<file path="config.mk">
export PLATFORM = sky130hd
export DESIGN_NAME = eisc_top
export DESIGN_NICKNAME = d
export VERILOG_FILES = /design/src/eisc_pkg.sv /design/src/eisc_top.sv
export SDC_FILE = /design/constraint.sdc
export NUM_CORES = 1
export LEC_CHECK = 0
export ABC_AREA = 1
export CAP_MARGIN = 40
export CORE_UTILIZATION = 55
export DETAILED_ROUTE_END_ITERATION = 8
export DONT_BUFFER_PORTS = 1
export PLACE_DENSITY_LB_ADDON = 0.15
export SKIP_LAST_GASP = 1
export SYNTH_ARGS = -nofsm -noshare
export SYNTH_HDL_FRONTEND = slang
export SYNTH_SLANG_ARGS = --single-unit
export TNS_END_PERCENT = 50
</file>
<file path="constraint.sdc">
create_clock -name aclk -period 2.3 [get_ports aclk]
set_input_delay 0.115 -clock aclk [delete_from_list [all_inputs] [get_ports aclk]]
set_output_delay 0.115 -clock aclk [all_outputs]
set_load 0.03 [all_outputs]
</file>
<file path="src/eisc_pkg.sv">
package eisc_pkg;
  // register byte offsets on the axi4-lite bus
  localparam logic [7:0] ADDR_CTRL = 8'h00;
  localparam logic [7:0] ADDR_CMD  = 8'h04;
  localparam logic [7:0] ADDR_STAT = 8'h08;
  // instruction codes written to the command register
  localparam logic [7:0] CMD_SKIP_IF_EXT_FLAG = 8'h01;
  localparam logic [7:0] CMD_POWERDOWN_ARM    = 8'h02;
  localparam logic [7:0] CMD_RAM_BACKUP       = 8'h03;
  localparam logic [7:0] CMD_IRQ_DISABLE      = 8'h04;
  localparam logic [7:0] CMD_IRQ_ENABLE       = 8'h05;
  localparam logic [7:0] CMD_SEL_CERAMIC      = 8'h06;
  localparam logic [7:0] CMD_SEL_RC           = 8'h07;
  // field positions inside pin_irq_control_reg
  localparam int PIN_IN_EN = 3;
  localparam int PIN_WAVE  = 2;
  localparam int PIN_BOTH  = 1;
  localparam int PIN_T1    = 0;
  // reset values and timing
  localparam logic [3:0] PIN_CTRL_RST = 4'h0;
  localparam logic [1:0] RESP_OKAY    = 2'h0;
  localparam logic [1:0] RESP_SLVERR  = 2'h2;
  localparam int         STAB_TICKS   = 16;

  typedef enum logic [1:0] {
    OSC_ONCHIP  = 2'h0,
    OSC_CERAMIC = 2'h1,
    OSC_RC      = 2'h2
  } eisc_osc_t;

  // gray order: wait -> run -> backup
  typedef enum logic [1:0] {
    PWR_WAIT   = 2'h0,
    PWR_RUN    = 2'h1,
    PWR_BACKUP = 2'h3
  } eisc_pwr_t;

  typedef struct packed {
    logic [3:0] pin_irq_control_reg;
    logic [2:0] rsvd;
    logic       irq_enable_reg_one;
  } eisc_ctrl_t;

  typedef struct packed {
    logic      gie;
    logic      stable;
    eisc_osc_t osc;
    logic      backup;
    logic      armed;
    logic      skip;
    logic      ext_irq_request_flag;
  } eisc_stat_t;
endpackage : eisc_pkg

</file>
<file path="src/eisc_top.sv">
`timescale 1ns/1ps
// Functional notes
// - Changing the pin input-enable bit may set the request flag, depending on the pin level.
// - Changing the waveform bit may set the request flag, depending on the pin level.
// - With the interrupt disabled, the flag test clears the flag and skips when it was set.
// - Ram back-up is entered only by power-down right after the arming instruction.
// - Power-down without the arming instruction just before it does not enter back-up.
// - Ram back-up is unavailable while the clock source is an external clock.
// - Only the first oscillator selection takes effect; later ones are ignored.
// - The stabilise wait after reset is timed by the on-chip oscillator.
// - Enable bit zero makes the flag test effective; one makes it a no-operation.
// - Waveform bit zero picks falling edge and low level, one rising edge and high level.
// - A control bit picks one chosen edge or both edges of the pin.
// - The input-enable bit gates the pin into detection: zero blocks, one passes.
module eisc_top #(
  parameter int STAB = eisc_pkg::STAB_TICKS
) (
  input  wire logic        aclk,
  input  wire logic        aresetn,
  input  wire logic        ce,
  input  wire logic [7:0]  s_axi_awaddr,
  input  wire logic        s_axi_awvalid,
  output logic             s_axi_awready,
  input  wire logic [31:0] s_axi_wdata,
  input  wire logic [3:0]  s_axi_wstrb,
  input  wire logic        s_axi_wvalid,
  output logic             s_axi_wready,
  output logic [1:0]       s_axi_bresp,
  output logic             s_axi_bvalid,
  input  wire logic        s_axi_bready,
  input  wire logic [7:0]  s_axi_araddr,
  input  wire logic        s_axi_arvalid,
  output logic             s_axi_arready,
  output logic [31:0]      s_axi_rdata,
  output logic [1:0]       s_axi_rresp,
  output logic             s_axi_rvalid,
  input  wire logic        s_axi_rready,
  input  wire logic        shared_port_bit,
  input  wire logic        osc_input_pin_ext_clk,
  input  wire logic        onchip_osc_clk,
  output logic             ext_irq,
  output logic             ram_backup,
  output logic [1:0]       osc_select,
  output logic             osc_stable
);
  // axi write/read state
  logic              aw_have_ff, nxt_aw_have, w_have_ff, nxt_w_have;
  logic [7:0]        awaddr_ff, nxt_awaddr;
  logic [31:0]       wdata_ff, nxt_wdata;
  logic [3:0]        wstrb_ff, nxt_wstrb;
  logic              awready_ff, nxt_awready, wready_ff, nxt_wready;
  logic              bvalid_ff, nxt_bvalid, arready_ff, nxt_arready;
  logic              rvalid_ff, nxt_rvalid;
  logic [1:0]        bresp_ff, nxt_bresp, rresp_ff, nxt_rresp;
  logic [31:0]       rdata_ff, nxt_rdata;
  logic              wr_go;
  // core state
  eisc_pkg::eisc_ctrl_t ctrl_ff, nxt_ctrl;
  eisc_pkg::eisc_osc_t  osc_ff, nxt_osc;
  eisc_pkg::eisc_pwr_t  pwr_ff, nxt_pwr;
  eisc_pkg::eisc_stat_t stat;
  logic              flag_ff, nxt_flag, skip_ff, nxt_skip, armed_ff, nxt_armed;
  logic              gie_ff, nxt_gie, sense_ff, nxt_sense, irq_ff, nxt_irq;
  logic              bkup_ff, stable_ff;
  logic [15:0]       cnt_ff, nxt_cnt;
  logic              pin_s1_ff, pin_s2_ff, ext_s1_ff, ext_s2_ff;
  logic              tick_s1_ff, tick_s2_ff, tick_s3_ff;
  logic              sense, edge_ev, tick_rise, cmd_fire;
  logic [7:0]        cmd;

  // two-stage synchronisers for pins and the on-chip oscillator
  always_ff @(posedge aclk) begin
    if (!aresetn) begin
      {pin_s1_ff, pin_s2_ff, ext_s1_ff, ext_s2_ff} <= 4'h0;
      {tick_s1_ff, tick_s2_ff, tick_s3_ff}         <= 3'h0;
    end else if (ce) begin
      pin_s1_ff  <= shared_port_bit;
      pin_s2_ff  <= pin_s1_ff;
      ext_s1_ff  <= osc_input_pin_ext_clk;
      ext_s2_ff  <= ext_s1_ff;
      tick_s1_ff <= onchip_osc_clk;
      tick_s2_ff <= tick_s1_ff;
      tick_s3_ff <= tick_s2_ff;
    end
  end

  // axi4-lite slave: address and data taken in either order, response after both
  always_comb begin
    nxt_aw_have = aw_have_ff;
    nxt_w_have  = w_have_ff;
    nxt_awaddr  = awaddr_ff;
    nxt_wdata   = wdata_ff;
    nxt_wstrb   = wstrb_ff;
    nxt_bvalid  = bvalid_ff;
    nxt_bresp   = bresp_ff;
    nxt_rvalid  = rvalid_ff;
    nxt_rresp   = rresp_ff;
    nxt_rdata   = rdata_ff;
    if (s_axi_awvalid && awready_ff) begin
      nxt_aw_have = 1'b1;
      nxt_awaddr  = s_axi_awaddr;
    end
    if (s_axi_wvalid && wready_ff) begin
      nxt_w_have = 1'b1;
      nxt_wdata  = s_axi_wdata;
      nxt_wstrb  = s_axi_wstrb;
    end
    if (bvalid_ff && s_axi_bready) begin
      nxt_bvalid = 1'b0;
    end
    wr_go = aw_have_ff && w_have_ff && !bvalid_ff;
    if (wr_go) begin
      nxt_aw_have = 1'b0;
      nxt_w_have  = 1'b0;
      nxt_bvalid  = 1'b1;
      nxt_bresp   = (awaddr_ff == eisc_pkg::ADDR_CTRL || awaddr_ff == eisc_pkg::ADDR_CMD)
                    ? eisc_pkg::RESP_OKAY : eisc_pkg::RESP_SLVERR;
    end
    nxt_awready = !nxt_aw_have && !nxt_bvalid;
    nxt_wready  = !nxt_w_have && !nxt_bvalid;
    if (rvalid_ff && s_axi_rready) begin
      nxt_rvalid = 1'b0;
    end
    if (s_axi_arvalid && arready_ff) begin
      nxt_rvalid = 1'b1;
      nxt_rresp  = eisc_pkg::RESP_OKAY;
      case (s_axi_araddr)
        eisc_pkg::ADDR_CTRL: nxt_rdata = {24'h0, ctrl_ff};
        eisc_pkg::ADDR_STAT: nxt_rdata = {24'h0, stat};
        default: begin
          nxt_rdata = 32'h0;
          nxt_rresp = (s_axi_araddr == eisc_pkg::ADDR_CMD) ? eisc_pkg::RESP_OKAY
                                                           : eisc_pkg::RESP_SLVERR;
        end
      endcase
    end
    nxt_arready = !nxt_rvalid;
  end

  always_ff @(posedge aclk) begin
    if (!aresetn) begin
      aw_have_ff <= 1'b0;
      w_have_ff  <= 1'b0;
      awaddr_ff  <= 8'h0;
      wdata_ff   <= 32'h0;
      wstrb_ff   <= 4'h0;
      awready_ff <= 1'b0;
      wready_ff  <= 1'b0;
      bvalid_ff  <= 1'b0;
      bresp_ff   <= eisc_pkg::RESP_OKAY;
      arready_ff <= 1'b0;
      rvalid_ff  <= 1'b0;
      rresp_ff   <= eisc_pkg::RESP_OKAY;
      rdata_ff   <= 32'h0;
    end else if (ce) begin
      aw_have_ff <= nxt_aw_have;
      w_have_ff  <= nxt_w_have;
      awaddr_ff  <= nxt_awaddr;
      wdata_ff   <= nxt_wdata;
      wstrb_ff   <= nxt_wstrb;
      awready_ff <= nxt_awready;
      wready_ff  <= nxt_wready;
      bvalid_ff  <= nxt_bvalid;
      bresp_ff   <= nxt_bresp;
      arready_ff <= nxt_arready;
      rvalid_ff  <= nxt_rvalid;
      rresp_ff   <= nxt_rresp;
      rdata_ff   <= nxt_rdata;
    end
  end

  assign s_axi_awready = awready_ff;
  assign s_axi_wready  = wready_ff;
  assign s_axi_bvalid  = bvalid_ff;
  assign s_axi_bresp   = bresp_ff;
  assign s_axi_arready = arready_ff;
  assign s_axi_rvalid  = rvalid_ff;
  assign s_axi_rresp   = rresp_ff;
  assign s_axi_rdata   = rdata_ff;

  // status word as software sees it
  always_comb begin
    stat.gie                  = gie_ff;
    stat.stable               = stable_ff;
    stat.osc                  = osc_ff;
    stat.backup               = bkup_ff;
    stat.armed                = armed_ff;
    stat.skip                 = skip_ff;
    stat.ext_irq_request_flag = flag_ff;
  end

  // edge detection, request flag, power-down sequencing, oscillator choice
  always_comb begin
    nxt_ctrl  = ctrl_ff;
    nxt_flag  = flag_ff;
    nxt_skip  = skip_ff;
    nxt_armed = armed_ff;
    nxt_gie   = gie_ff;
    nxt_osc   = osc_ff;
    nxt_pwr   = pwr_ff;
    nxt_cnt   = cnt_ff;
    cmd       = wdata_ff[7:0];
    cmd_fire  = wr_go && awaddr_ff == eisc_pkg::ADDR_CMD && wstrb_ff[0];
    tick_rise = tick_s2_ff && !tick_s3_ff;
    // gated pin, inverted for falling mode so the active edge is a rise
    sense = ctrl_ff.pin_irq_control_reg[eisc_pkg::PIN_IN_EN] &&
            (pin_s2_ff ~^ ctrl_ff.pin_irq_control_reg[eisc_pkg::PIN_WAVE]);
    nxt_sense = sense;
    // gate or polarity changes move sense too and can fake an edge
    edge_ev = ctrl_ff.pin_irq_control_reg[eisc_pkg::PIN_BOTH] ? (sense ^ sense_ff)
                                                              : (sense && !sense_ff);
    if (wr_go && awaddr_ff == eisc_pkg::ADDR_CTRL && wstrb_ff[0]) begin
      nxt_ctrl      = wdata_ff[7:0];
      nxt_ctrl.rsvd = 3'h0;
    end
    if (cmd_fire) begin
      nxt_armed = (cmd == eisc_pkg::CMD_POWERDOWN_ARM); // any other instruction disarms
      case (cmd)
        eisc_pkg::CMD_SKIP_IF_EXT_FLAG: begin
          if (!ctrl_ff.irq_enable_reg_one) begin
            nxt_skip = flag_ff;
            nxt_flag = 1'b0;
          end else begin
            nxt_skip = 1'b0;
          end
        end
        eisc_pkg::CMD_RAM_BACKUP: begin
          if (armed_ff && !ext_s2_ff && pwr_ff == eisc_pkg::PWR_RUN) begin
            nxt_pwr = eisc_pkg::PWR_BACKUP;
          end
        end
        eisc_pkg::CMD_IRQ_DISABLE: nxt_gie = 1'b0;
        eisc_pkg::CMD_IRQ_ENABLE:  nxt_gie = 1'b1;
        eisc_pkg::CMD_SEL_CERAMIC: begin
          if (osc_ff == eisc_pkg::OSC_ONCHIP) nxt_osc = eisc_pkg::OSC_CERAMIC;
        end
        eisc_pkg::CMD_SEL_RC: begin
          if (osc_ff == eisc_pkg::OSC_ONCHIP) nxt_osc = eisc_pkg::OSC_RC;
        end
        default: nxt_skip = skip_ff;
      endcase
    end
    if (edge_ev) begin
      nxt_flag = 1'b1;
    end
    // stabilise wait counts on-chip oscillator edges
    case (pwr_ff)
      eisc_pkg::PWR_WAIT: begin
        if (tick_rise) begin
          nxt_cnt = cnt_ff + 16'h1;
          if (cnt_ff == 16'(STAB - 1)) begin
            nxt_pwr = eisc_pkg::PWR_RUN;
            nxt_cnt = 16'h0;
          end
        end
      end
      eisc_pkg::PWR_BACKUP: begin
        if (edge_ev) begin
          nxt_pwr = eisc_pkg::PWR_WAIT; // key-on wakeup restarts the wait
        end
      end
      default: nxt_cnt = cnt_ff;
    endcase
    nxt_irq = nxt_flag && nxt_ctrl.irq_enable_reg_one && nxt_gie;
  end

  always_ff @(posedge aclk) begin
    if (!aresetn) begin
      ctrl_ff   <= '{pin_irq_control_reg: eisc_pkg::PIN_CTRL_RST, rsvd: 3'h0,
                     irq_enable_reg_one: 1'b0};
      flag_ff   <= 1'b0;
      skip_ff   <= 1'b0;
      armed_ff  <= 1'b0;
      gie_ff    <= 1'b0;
      sense_ff  <= 1'b0;
      osc_ff    <= eisc_pkg::OSC_ONCHIP;
      pwr_ff    <= eisc_pkg::PWR_WAIT;
      cnt_ff    <= 16'h0;
      irq_ff    <= 1'b0;
      bkup_ff   <= 1'b0;
      stable_ff <= 1'b0;
    end else if (ce) begin
      ctrl_ff   <= nxt_ctrl;
      flag_ff   <= nxt_flag;
      skip_ff   <= nxt_skip;
      armed_ff  <= nxt_armed;
      gie_ff    <= nxt_gie;
      sense_ff  <= nxt_sense;
      osc_ff    <= nxt_osc;
      pwr_ff    <= nxt_pwr;
      cnt_ff    <= nxt_cnt;
      irq_ff    <= nxt_irq;
      bkup_ff   <= (nxt_pwr == eisc_pkg::PWR_BACKUP);
      stable_ff <= (nxt_pwr != eisc_pkg::PWR_WAIT);
    end
  end

  assign ext_irq    = irq_ff;
  assign ram_backup = bkup_ff;
  assign osc_select = osc_ff;
  assign osc_stable = stable_ff;
endmodule : eisc_top

</file>
==> results.txt, run 1 <==
- Instance area at placement: 3430 um2
- At the end of the flow, the number of nets in the layout was 581.
- Along the worst path, the maximum fanout reaches 5.
- Hold WC Path Type: input port to flip-flop
- Outcome: completed
- Wire length reported by the detailed router: 7270 um
- Main flop type after synthesis: sky130_fd_sc_hd__dfxtp_1
- The first global-routing pass estimated 12200 um of wire.
- Clock skew on the completed layout was measured at 0.00931 ns.
- The library cell used most frequently in the layout, excluding fill and tap cells, is sky130_fd_sc_hd__nand2_1.
- Die extent in y: 81.3 um
* Clock Tree Root: sky130_fd_sc_hd__clkbuf_8
- The synthesized design contains 74 register bits.
* Worst relative slew slack: 48.9%
- TritonCTS clock tree: done
- Setup violations remaining at the end of the flow were counted as 0.
- Fraction of layout cells with a size suffix above 1: 5.21%
- After synthesis, the share of flip-flops with an asynchronous set or reset is 0%.
- Filler cell count in the final layout: 548
* Vias in the first global route: 2797
* Met1 usage: 29.0%
- Insertion delay to the later sink of the worst-skew pair: 0.35 ns
- Avg Synthesized Cell Area: 7.12 um2
- In this run the deepest clock path goes through 2 buffers.
- Summed instance area of the synthesized netlist: 3460 um2
- Cells after Synth: 486
- Met2 global-route usage: 41.7%
- Drt wl/cell: 12.3 um
- Entering global routing, the biggest net connects 42 pins.
* Clock sink count: 74
- Power density relative to cell area: 691 nW/um2
- After detailed routing, the number of remaining DRC violations is 0.
- The initial utilization of the core area, before any placement, comes to 57.7%.
* Global-route congestion overflow total: 0
* Busiest metal layer after global routing: met2
- Number of DRC violations after detailed-routing iteration 0: 161
- Crit share post-route: 92.5%
- Data required time at the worst endpoint: 2.54 ns
- Detailed Routing Iterations Pass 1: 5
* Sequential element share of the synthesized area: 42.8%
- Setup repair after global routing left no endpoint under its margin.
- Data on the critical path arrives at its endpoint at 2.37 ns.
- The worst path needs 2.13 ns of the cycle, external delays included.
* Number of cell rows: 28
- At the placement stage, the worst setup path has a slack of 0.387 ns.
- Worst Setup Slack, final: 0.172 ns
- After legalization and detailed placement, the total HPWL measured 4850 um.
* Number of distinct standard cells referenced by the synthesized netlist: 33
- For this run, the number of Yosys warnings is 0.
* Standby leakage power: 1.63 nW
* Count of inserted antenna diode cells: 0
- MaxCap Viol Count: 0
- The setup path with the least slack is of type flip-flop to flip-flop.
- Sort of element at the end of the critical path: flip-flop
- Hold timing on the final database bottoms out at a slack of 0.0444 ns.
* Number of hold violations in the final report: 0
* Max Slew Vio Count: 0
- Category of the worst setup path launch point: flip-flop
- Port Buf Inserts: 0
- Counting flops with a built-in enable in the synthesized netlist gives 0.
- After clock tree synthesis, the clock-pin slew on the worst setup and hold paths is 0.08 ns.
- Vias: 3009
- Fmax: 0.470 GHz
- Synthesis-to-finish area growth: 13.3%
- IR drop worst, VDD: 0.614 mV
- The congestion estimate from routability-driven global placement came to 0.824.
- Via/cell ratio: 5.07
- The H-tree generated during clock tree synthesis spans 3 levels.
- In the layout the commonest cells are 83 x sky130_fd_sc_hd__nand2_1, 74 x sky130_fd_sc_hd__dfxtp_1, 61 x sky130_fd_sc_hd__inv_1.
- Slew at the pin closest to its max-slew limit: 0.759 ns
- Adding up every negative setup slack in the final design gives 0 ns.
- In this run, post-CTS repair resized a total of 0 instances.
* TritonCTS buffer count: 9
- Boundary Pins: 109
- Core Box Area: 5990 um2
- Gr usage total: 24.4%
- Number of antenna violations at the first check in global routing: 0
* Chip Width: 81.3 um
- The die covers 6610 um2.
- The finished cells cover 3920 um2.
- Global routing consumed, on the met3 layer, 6.74% of the routing resources.
- In this run the remaining antenna-violating nets after routing total 0.
-- kinds of logic after synthesis --
group	share of synthesized area [%]
and+or+nand+nor	23.0
AOI/OAI and AO/OA	17.8
buffers and inverters	13.7
DFF	42.8
adders and majority gates	1.81
xor gates and xnor gates	0.760
other	0.108
-- power breakdown --
part           total (W)  leakage (nW)  internal (W)  switching [W]
clock network    0.00111         0.103      0.000641       0.000472
registers        0.00137         0.601       0.00132      0.0000489
logic           0.000230         0.922     0.0000745       0.000156
total            0.00271          1.63       0.00203       0.000676
-- worst paths after layout --
check / from / to / slack (ns) / cells after the start
setup / recovery: s_axi_bvalid / flag_ff / 0.17 / 9
hold reg to reg: ctrl_ff[4] / ctrl_ff[4] / 0.45 / 2
hold / removal: ce / armed_ff / 0.04 / 3
setup reg to reg: s_axi_bvalid / flag_ff / 0.17 / 9
-- worst max-delay path, stage by stage (launching register included) --
cell	delay, ns
sky130_fd_sc_hd__dfxtp_1	0.41
sky130_fd_sc_hd__inv_1	0.16
sky130_fd_sc_hd__nand3_1	0.12
sky130_fd_sc_hd__nor2_1	0.17
sky130_fd_sc_hd__inv_1	0.06
sky130_fd_sc_hd__nor2_1	0.27
sky130_fd_sc_hd__nand2_1	0.08
sky130_fd_sc_hd__nand2_1	0.09
sky130_fd_sc_hd__a31oi_1	0.07
sky130_fd_sc_hd__dlygate4sd3_1	0.58
-- metal layers --
| layer | vias up | wire length [um] |
|---|---|---|
| li1 | 1575 | - |
| met1 | 1349 | 3350 |
| met2 | 72 | 3420 |
| met3 | 13 | 328 |
| met4 | 0 | 172 |
| met5 | - | 0 |
-- area by class of cell --
class / instances / area, um2 / area share, %
clock buffers: 12 / 145 / 3.70
clock inverters: 4 / 75.1 / 1.92
inverters: 62 / 233 / 5.94
multi-input cells: 337 / 1600 / 40.8
flip-flops and latches: 74 / 1480 / 37.8
well taps: 75 / 93.8 / 2.39
repair buffers: 29 / 293 / 7.47
-- cell usage after synthesis (2+ instances only) --
cell type	instances	share of area, %
sky130_fd_sc_hd__a211oi_1	2	0.43
sky130_fd_sc_hd__a21oi_1	53	7.7
sky130_fd_sc_hd__a221oi_1	2	0.51
sky130_fd_sc_hd__a22oi_1	2	0.43
sky130_fd_sc_hd__a31oi_1	2	0.36
sky130_fd_sc_hd__buf_4	26	5.6
sky130_fd_sc_hd__clkbuf_1	12	1.3
sky130_fd_sc_hd__dfxtp_1	74	43
sky130_fd_sc_hd__ha_1	5	1.8
sky130_fd_sc_hd__inv_1	61	6.6
sky130_fd_sc_hd__nand2_1	83	9.0
sky130_fd_sc_hd__nand2_2	3	0.54
sky130_fd_sc_hd__nand3_1	21	3.0
sky130_fd_sc_hd__nand4_1	6	1.1
sky130_fd_sc_hd__nor2_1	60	6.5
sky130_fd_sc_hd__nor2_2	3	0.54
sky130_fd_sc_hd__nor3_1	4	0.58
sky130_fd_sc_hd__o211ai_1	2	0.43
sky130_fd_sc_hd__o21ai_0	48	6.9
sky130_fd_sc_hd__o21bai_1	3	0.65
sky130_fd_sc_hd__xor2_1	2	0.51
-- registers in the layout (all words and copies together) (netlist names), 2 cells and up --
register,cells
cnt_ff,16
awaddr_ff,8
s_axi_rdata,8
wdata_ff,8
ctrl_ff,5
osc_select,2
pwr_ff,2
-- metrics by stage --
step / instances / util, % / power, W
floorplan: 511 / - / 0.00159
global placement: 551 / 57.2 / 0.00157
detailed placement: 551 / 57.2 / 0.00157
CTS: 593 / 65.4 / 0.00272
global route: 593 / 65.4 / 0.00281
finish: 593 / 65.4 / 0.00271
-- repair_timing --
action,in CTS,in global routing
endpoints found under the hold margin,52,0
hold buffers,26,0
buffers inserted,0,0
(Power assumes the default switching activity.)
==> run 2, diff against run 1 <==
Settings changed: ABC_AREA 1 to not set.
==> run 2 against run 1 <==
- clock power rose by 25%
- largest power group is now clock
- critical endpoint is now s_axi_rresp[1]
- flip-flop and latch count did not move
- power rose by 8.6%
==> results.txt, run 2 <==
- Outcome: completed
- Of the available clock period, the critical path in the final layout requires 86.1%.
- Main combinational cell family by area after synthesis: simple AND/OR/NAND/NOR gates
* Chip Width: 82.6 um
- The floorplan step set the die height to 82.6 um.
- The first global-routing pass estimated 11300 um of wire.
- Synthesis-to-finish area growth: 15.8%
* Max Slew Vio Count: 0
* Detailed Routing Iterations Pass 1: 4
- Clock Tree Root: sky130_fd_sc_hd__clkbuf_8
- Of the total power, registers draw 45.5%.
- Of the total power, the share spent switching nets is 21.6%.
- TritonCTS buffer count: 9
* Clock-pin slew on the worst setup and hold paths: 0.08 ns
- Most numerous cell types in the synthesized netlist: 74 x sky130_fd_sc_hd__dfxtp_1, 60 x sky130_fd_sc_hd__nand2_1, 28 x sky130_fd_sc_hd__a21boi_0
- For this run, the post-layout net count is 495.
- The detailed router finished its first iteration with 103 violations.
- Fmax: 0.505 GHz
- Synthesis produced a netlist whose cell count is 398.
* Number of routed nets with antenna violations: 0
- Synth async-reset ratio: 0%
* Sequential element share of the synthesized area: 41.5%
- Count of inserted antenna diode cells: 0
- Post-CTS repair changed the size of 0 cells.
- The library cells used most frequently in the layout, excluding fill and tap cells, are 74 x sky130_fd_sc_hd__dfxtp_1, 60 x sky130_fd_sc_hd__nand2_1, 31 x sky130_fd_sc_hd__dlygate4sd3_1.
- Final count of negative-setup-slack endpoints: 0
- The cell area that synthesis handed to floorplanning was 3570 um2.
* Area share of xor/xnor cells in the synthesized design: 3.43%
- Across the whole layout, storage elements account for 1480 um2.
- The worst setup path is launched from a flip-flop.
- Number of cell rows: 28
* Category of the critical setup timing path: flip-flop to flip-flop
* Area share of the largest cell type after synthesis: 41.5%
- The register with the most flip-flops in the layout has 16 of them.
- Global placer's final weighted congestion: 0.767
- Standby leakage power: 1.50 nW
- The final layout contains routed wiring with a total length of 7290 um.
- Worst relative slew slack: 35.0%
- The hold violation count in the final report was 0.
- The library cell used most frequently in the layout, excluding fill and tap cells, is sky130_fd_sc_hd__dfxtp_1.
- Crit path time final: 1.98 ns
* Post-CTS setup buffers: 0
- The clock network burns 47.3% of the power.
* Power density relative to cell area: 712 nW/um2
* Number of enable-type register cells in the synthesized netlist: 0
- For the worst-skew pair, the clock arrives at the later sink with an insertion delay of 0.35 ns.
* Vias in the first global route: 2442
- Core Box Area: 6100 um2
- Summing all multi-input logic gate instances after layout gives 1900 um2.
- Ranking of synthesized cells by area: sky130_fd_sc_hd__dfxtp_1 42%, sky130_fd_sc_hd__nand2_1 6.3%, sky130_fd_sc_hd__a21boi_0 5.9%
- During I/O placement, the number of pins put on the boundary was 109.
* Area share of fa/ha/maj cells after synthesis: 1.75%
- Initial Utilization: 58.6%
- After synthesis, the mean cell area works out to 8.97 um2.
- Along the worst path, the maximum fanout reaches 9.
- The worst register-to-register path ends at s_axi_rresp[1].
* P_int: 0.00231 W
* Estimated wirelength of the detail-placed design: 4590 um
- Main flop type after synthesis: sky130_fd_sc_hd__dfxtp_1
- Slew at the pin closest to its max-slew limit: 0.972 ns
* Die Outline Area: 6820 um2
- Worst clock skew on the final layout: 0.00458 ns
- Unrepaired setup endpoints after global routing: no
- TritonCTS built the clock tree.
* Number of antenna violations at the first check in global routing: 0
- Worst endpoint data arrival time: 2.22 ns
- The register with the most flip-flops in the final layout is cnt_ff.
* Worst setup slack for register-to-register paths: 0.32 ns
- Across the VDD grid, the largest voltage drop is 0.510 mV.
- The H-tree generated during clock tree synthesis spans 3 levels.
- Worst Hold Depth: 2
* R2R depth: 4
- Number of distinct standard cells referenced by the synthesized netlist: 49
* Largest net degree at the start of global routing: 60
- Of the cells placed in the final design, the portion with a size suffix greater than 1 is 7.64%.
- Sort of element at the end of the critical path: flip-flop
* Portion of netlist area occupied by mux cells: 6.62%
- Drt wl/cell: 14.4 um
- The Yosys step of the flow raised 0 warnings.
* Net Sw Power: 0.000637 W
* Data required time at the worst endpoint: 2.54 ns
- Filler cell count in the final layout: 493
- Bufs on Longest Clock Path: 2
- Combinational logic burns 7.3% of the power.
- Vias: 2753
- The synthesized design contains 74 register bits.
- The worst hold path begins at s_axi_awvalid.
- Cell accounting for the most synthesized area: sky130_fd_sc_hd__dfxtp_1
- MaxCap Viol Count: 0
* Hold WC Path Type: input port to flip-flop
* R2r startpoint: s_axi_arready
* Clock sink count: 74
- Gr usage total: 22.1%
- Total Power: 0.00294 W
* Global-route congestion overflow total: 0
- Summing the areas of all compound-gate instances in the mapped netlist gives 12.7% of the synthesized area.
- The worst hold path terminates at s_axi_awready.
- Port Buf Inserts: 0
- Summing the areas of all and, or, nand and nor instances in the mapped netlist gives 26.0% of the synthesized area.
- Detailed-route DRC error count: 0
* Most frequent cell after synthesis: sky130_fd_sc_hd__dfxtp_1
- Post-Route Setup TNS: 0 ns
* Via/cell ratio: 5.43
run 2: changes by cell type after synthesis, moves of 4 or more:
| cell | previous run | this run |
|---|---|---|
| sky130_fd_sc_hd__a21boi_0 | 0 | 28 |
| sky130_fd_sc_hd__a21oi_1 | 53 | 7 |
| sky130_fd_sc_hd__inv_1 | 61 | 7 |
| sky130_fd_sc_hd__mux2_2 | 0 | 5 |
| sky130_fd_sc_hd__mux2i_1 | 0 | 18 |
| sky130_fd_sc_hd__nand2_1 | 83 | 60 |
| sky130_fd_sc_hd__nand2b_1 | 0 | 6 |
| sky130_fd_sc_hd__nand3_1 | 21 | 15 |
| sky130_fd_sc_hd__nor2_1 | 60 | 19 |
| sky130_fd_sc_hd__nor2b_1 | 0 | 20 |
| sky130_fd_sc_hd__nor3_1 | 4 | 11 |
| sky130_fd_sc_hd__o21a_1 | 0 | 4 |
| sky130_fd_sc_hd__o21ai_0 | 48 | 7 |
| sky130_fd_sc_hd__xnor2_1 | 1 | 9 |
run 2: cell families (layout without fill, tap and decap cells):
logic type / Yosys count / count (layout)
AO/OA/AOI/OAI: 64 / 64
XOR/XNOR: 14 / 14
adder cells (fa/ha/maj): 5 / 5
buffers and inverters: 48 / 57
flip-flops: 74 / 74
multiplexers: 23 / 23
other: 1 / 26
AND/OR/NAND/NOR: 169 / 169
run 2: metal layers:
metal / global-route usage [%] / wire, um / vias up
li1: - / - / 1385
met1: 28.0 / 3470 / 1300
met2: 36.0 / 3440 / 58
met3: 4.95 / 271 / 10
met4: 9.31 / 110 / 0
met5: 0 / 0 / -
run 2: worst max path at each step:
| stage | slack, ns | start | end | cells past startpoint |
|---|---|---|---|---|
| finish | 0.32 | s_axi_arready | s_axi_rresp[1] | 4 |
| global route | 0.17 | ctrl_ff[6] | ram_backup | 8 |
| global placement | 0.39 | ctrl_ff[6] | ram_backup | 8 |
| CTS | 0.34 | ctrl_ff[6] | ram_backup | 8 |
| floorplan | 0.50 | ctrl_ff[6] | ram_backup | 8 |
| detailed placement | 0.37 | ctrl_ff[6] | ram_backup | 8 |
run 2: area by class of cell:
cell class | instances | share of cell area (%)
Tap cell | 75 | 2.27
Inverter | 7 | 0.636
Multi-Input combinational cell | 301 | 46.0
Timing Repair Buffer | 34 | 8.36
Clock buffer | 12 | 4.00
Sequential cell | 74 | 35.8
Clock inverter | 4 | 2.91
run 2: what timing repair did:
action,4_1_cts,5_1_grt
endpoints found under the setup margin,0,0
hold buffers,32,0
hold endpoints to repair,58,0
run 2: power by group through the flow:
| stage | Combinational (W) | Clock (W) | Sequential [W] |
|---|---|---|---|
| global placement | 0.000143 | 0 | 0.00137 |
| global route | 0.000234 | 0.00147 | 0.00134 |
| CTS | 0.000211 | 0.00140 | 0.00134 |
| detailed placement | 0.000146 | 0 | 0.00137 |
| finish | 0.000214 | 0.00139 | 0.00134 |
| floorplan | 0.000185 | 0 | 0.00136 |
run 2: through the flow:
step                util, %  instances  cell area (um2)  hold WS, ns  worst slack (ns)
floorplan                 -        423             3660        0.260             0.497
global placement       57.7        459             3520        0.212             0.388
detailed placement     57.7        459             3520        0.214             0.371
CTS                    67.8        507             4130       0.0124             0.342
global route           67.8        507             4130       0.0280             0.169
finish                 67.8        507             4130       0.0144             0.319
run 2: critical path: stages, from the launching register on:
cell and delay [ns]:
sky130_fd_sc_hd__dfxtp_1 0.57, sky130_fd_sc_hd__nand3_1 0.40, sky130_fd_sc_hd__a21oi_1 0.26, sky130_fd_sc_hd__a21oi_1 0.09
sky130_fd_sc_hd__dlygate4sd3_1 0.56
==> run 3, diff against run 2 <==
==> constraint.sdc (replaced) <==
create_clock -name aclk -period 2.3 [get_ports aclk]
set_input_delay 0.46 -clock aclk [delete_from_list [all_inputs] [get_ports aclk]]
set_output_delay 0.46 -clock aclk [all_outputs]
set_load 0.03 [all_outputs]
==> run 3 against run 2 <==
- core utilization decreased by 6.5 points
- power decreased by 12%
- sequential power about the same
- worst hold slack improved by 0.19 ns
- flip-flop and latch count unchanged
- largest power group is now sequential cells
==> results.txt, run 3 (same netlist as run 2, synthesis figures left out) <==
* Category of the critical setup timing path: flip-flop to flip-flop
- Number of cell rows: 28
* Number of DRC violations after detailed-routing iteration 0: 71
- Final count of negative-setup-slack endpoints: 0
* Post-Route Setup TNS: 0 ns
* Standby leakage power: 1.32 nW
- The net count of the finished layout is 463.
* Data required time at the worst endpoint: 2.53 ns
- Global placer's final weighted congestion: 0.769
* Category of the worst setup path launch point: flip-flop
- The clock reaches the later pin of the worst-skew pair after 0.35 ns.
* Sort of element at the end of the critical path: flip-flop
- Power density relative to cell area: 691 nW/um2
- Bufs on Longest Clock Path: 2
* Highest-count cells in the layout ignoring fill and taps: 74 x sky130_fd_sc_hd__dfxtp_1, 60 x sky130_fd_sc_hd__nand2_1, 28 x sky130_fd_sc_hd__a21boi_0
* Clk pwr share: 42.6%
- Global-route congestion overflow total: 0
- Wire length reported by the detailed router: 6630 um
- Crit path time final: 1.95 ns
* Number of routed nets with antenna violations: 0
- Detailed Routing Iterations Pass 1: 4
- Of all nets on the critical path, the largest fanout is 3.
- For this design the total switching power over the nets is 0.000617 W.
* Worst clock skew on the final layout: 0.00729 ns
- The first global-routing pass estimated 10500 um of wire.
- The floorplan step defined a core boundary enclosing 6100 um2.
* P_int: 0.00196 W
- Chip Width: 82.6 um
- Post-CTS setup buffers: 0
- Across every metal layer, demand over resource in global routing totals 20.4%.
* Most common library cell in the layout ignoring fill and taps: sky130_fd_sc_hd__dfxtp_1
- Setup repair after global routing left no endpoint under its margin.
* Filler cell count in the final layout: 577
* Initial Utilization: 58.6%
* Switching part of the total: 23.9%
- The final route contains 2605 vias.
- Number of antenna violations at the first check in global routing: 0
- Synthesis-to-finish area growth: 4.63%
* Die Outline Area: 6820 um2
- 0 antenna diodes ended up in the layout.
* Die extent in y: 82.6 um
- Instance area at placement: 3520 um2
- Fmax: 0.513 GHz
- TritonCTS buffer count: 9
- Worst endpoint data arrival time: 2.18 ns
- Max Slew Vio Count: 0
- Number of hold buffers added after cts: 0
- Number of hold violations in the final report: 0
- Detailed-route DRC error count: 0
- Number of cells after detailed placement: 459
- Fraction of layout cells with a size suffix above 1: 7.75%
- Measured against its own limit, the worst slew margin works out to 64.6%.
- Clock-pin slew was measured on the worst setup and hold paths at 0.08 ns.
- After detailed routing, the number of vias per cell comes to 5.48.
* Boundary Pins: 109
* Sequential share of power: 51.8%
* Port Buf Inserts: 0
* Post-cts gate resize count: 0
* Portion of total power attributed to combinational logic: 5.6%
* Clock sink count: 74
- The flow ran to the end, and the final reports show no timing, DRC or antenna violations.
- Final std cells w/o fill: 475
- Drt wl/cell: 14.0 um
* Largest net degree at the start of global routing: 61
* Cell area after layout: 3730 um2
- The via count of the first global-routing pass is 2291.
- The min-delay analysis places its worst path in the category input port to flip-flop.
* Slew at the pin closest to its max-slew limit: 0.528 ns
* TritonCTS clock tree: done
* Biggest register: cnt_ff
- Power comes to 0.00258 W.
* MaxCap Viol Count: 0
* IR drop worst, VDD: 0.546 mV
- The H-tree was split into 3 levels.
- Crit share post-route: 84.8%
- The cell sitting at the root of the clock tree is a sky130_fd_sc_hd__clkbuf_8.
- Estimated wirelength of the detail-placed design: 4740 um
- Flip-flop count of the largest register after layout: 16
-- run 3: cell types whose count changed in the layout (fill, tap and decap cells not counted) --
cell / previous run / this run
sky130_fd_sc_hd__dlygate4sd3_1: 31 / 0
sky130_fd_sc_hd__clkinv_4: 0 / 1
sky130_fd_sc_hd__buf_12: 1 / 0
sky130_fd_sc_hd__bufinv_16: 4 / 2
sky130_fd_sc_hd__clkinvlp_4: 0 / 1
sky130_fd_sc_hd__clkbuf_8: 12 / 9
sky130_fd_sc_hd__inv_6: 0 / 1
sky130_fd_sc_hd__clkinv_2: 0 / 1
sky130_fd_sc_hd__clkbuf_1: 0 / 1
-- run 3: worst max-delay path, cell delays in order (launching register included) --
cell                       delay (ns)
sky130_fd_sc_hd__dfxtp_1         0.39
sky130_fd_sc_hd__xnor2_1         0.13
sky130_fd_sc_hd__and2_1          0.16
sky130_fd_sc_hd__ha_1            0.22
sky130_fd_sc_hd__nand2b_1        0.17
sky130_fd_sc_hd__a311o_1         0.32
sky130_fd_sc_hd__o211a_1         0.24
sky130_fd_sc_hd__o211ai_1        0.09
sky130_fd_sc_hd__a21boi_0        0.10
-- run 3: through the flow --
step | util, % | worst slack [ns] | hold slack [ns]
floorplan | - | 0.497 | 0.443
global placement | 57.7 | 0.386 | 0.453
detailed placement | 57.7 | 0.363 | 0.473
CTS | 61.3 | 0.350 | 0.183
global route | 61.3 | 0.208 | 0.179
finish | 61.3 | 0.350 | 0.201
-- run 3: final cells by class --
cell class	instances	area, um2	area share (%)
flip-flops and latches	74	1480	39.7
inverters	7	26.3	0.704
clock buffers	10	128	3.42
clock inverters	6	90.1	2.41
multi-input cells	301	1900	50.9
repair buffers	2	15.0	0.402
well taps	75	93.8	2.51
-- run 3: worst paths after layout --
| kind | depth (start not counted) | slack, ns | from | end |
|---|---|---|---|---|
| min | 1 | 0.20 | ce | pwr_ff[0] |
| max | 8 | 0.35 | ctrl_ff[6] | ram_backup |
| max reg2reg | 8 | 0.35 | ctrl_ff[6] | ram_backup |
| min reg2reg | 2 | 0.48 | wdata_ff[3] | wdata_ff[3] |
-- run 3: per-layer routing --
metal | vias to the layer above | GRT usage (%) | share of wire [%]
met5 | - | 0 | 0
met4 | 0 | 6.55 | 0.84
met3 | 9 | 7.25 | 4.9
met2 | 58 | 33.0 | 48
met1 | 1216 | 25.4 | 47
li1 | 1322 | - | -
-- run 3: power groups by stage --
stage | clock (W) | combinational, W | sequential, W
floorplan | 0 | 0.000185 | 0.00136
CTS | 0.00113 | 0.000146 | 0.00134
global placement | 0 | 0.000143 | 0.00137
detailed placement | 0 | 0.000146 | 0.00137
finish | 0.00110 | 0.000145 | 0.00134
global route | 0.00118 | 0.000162 | 0.00134
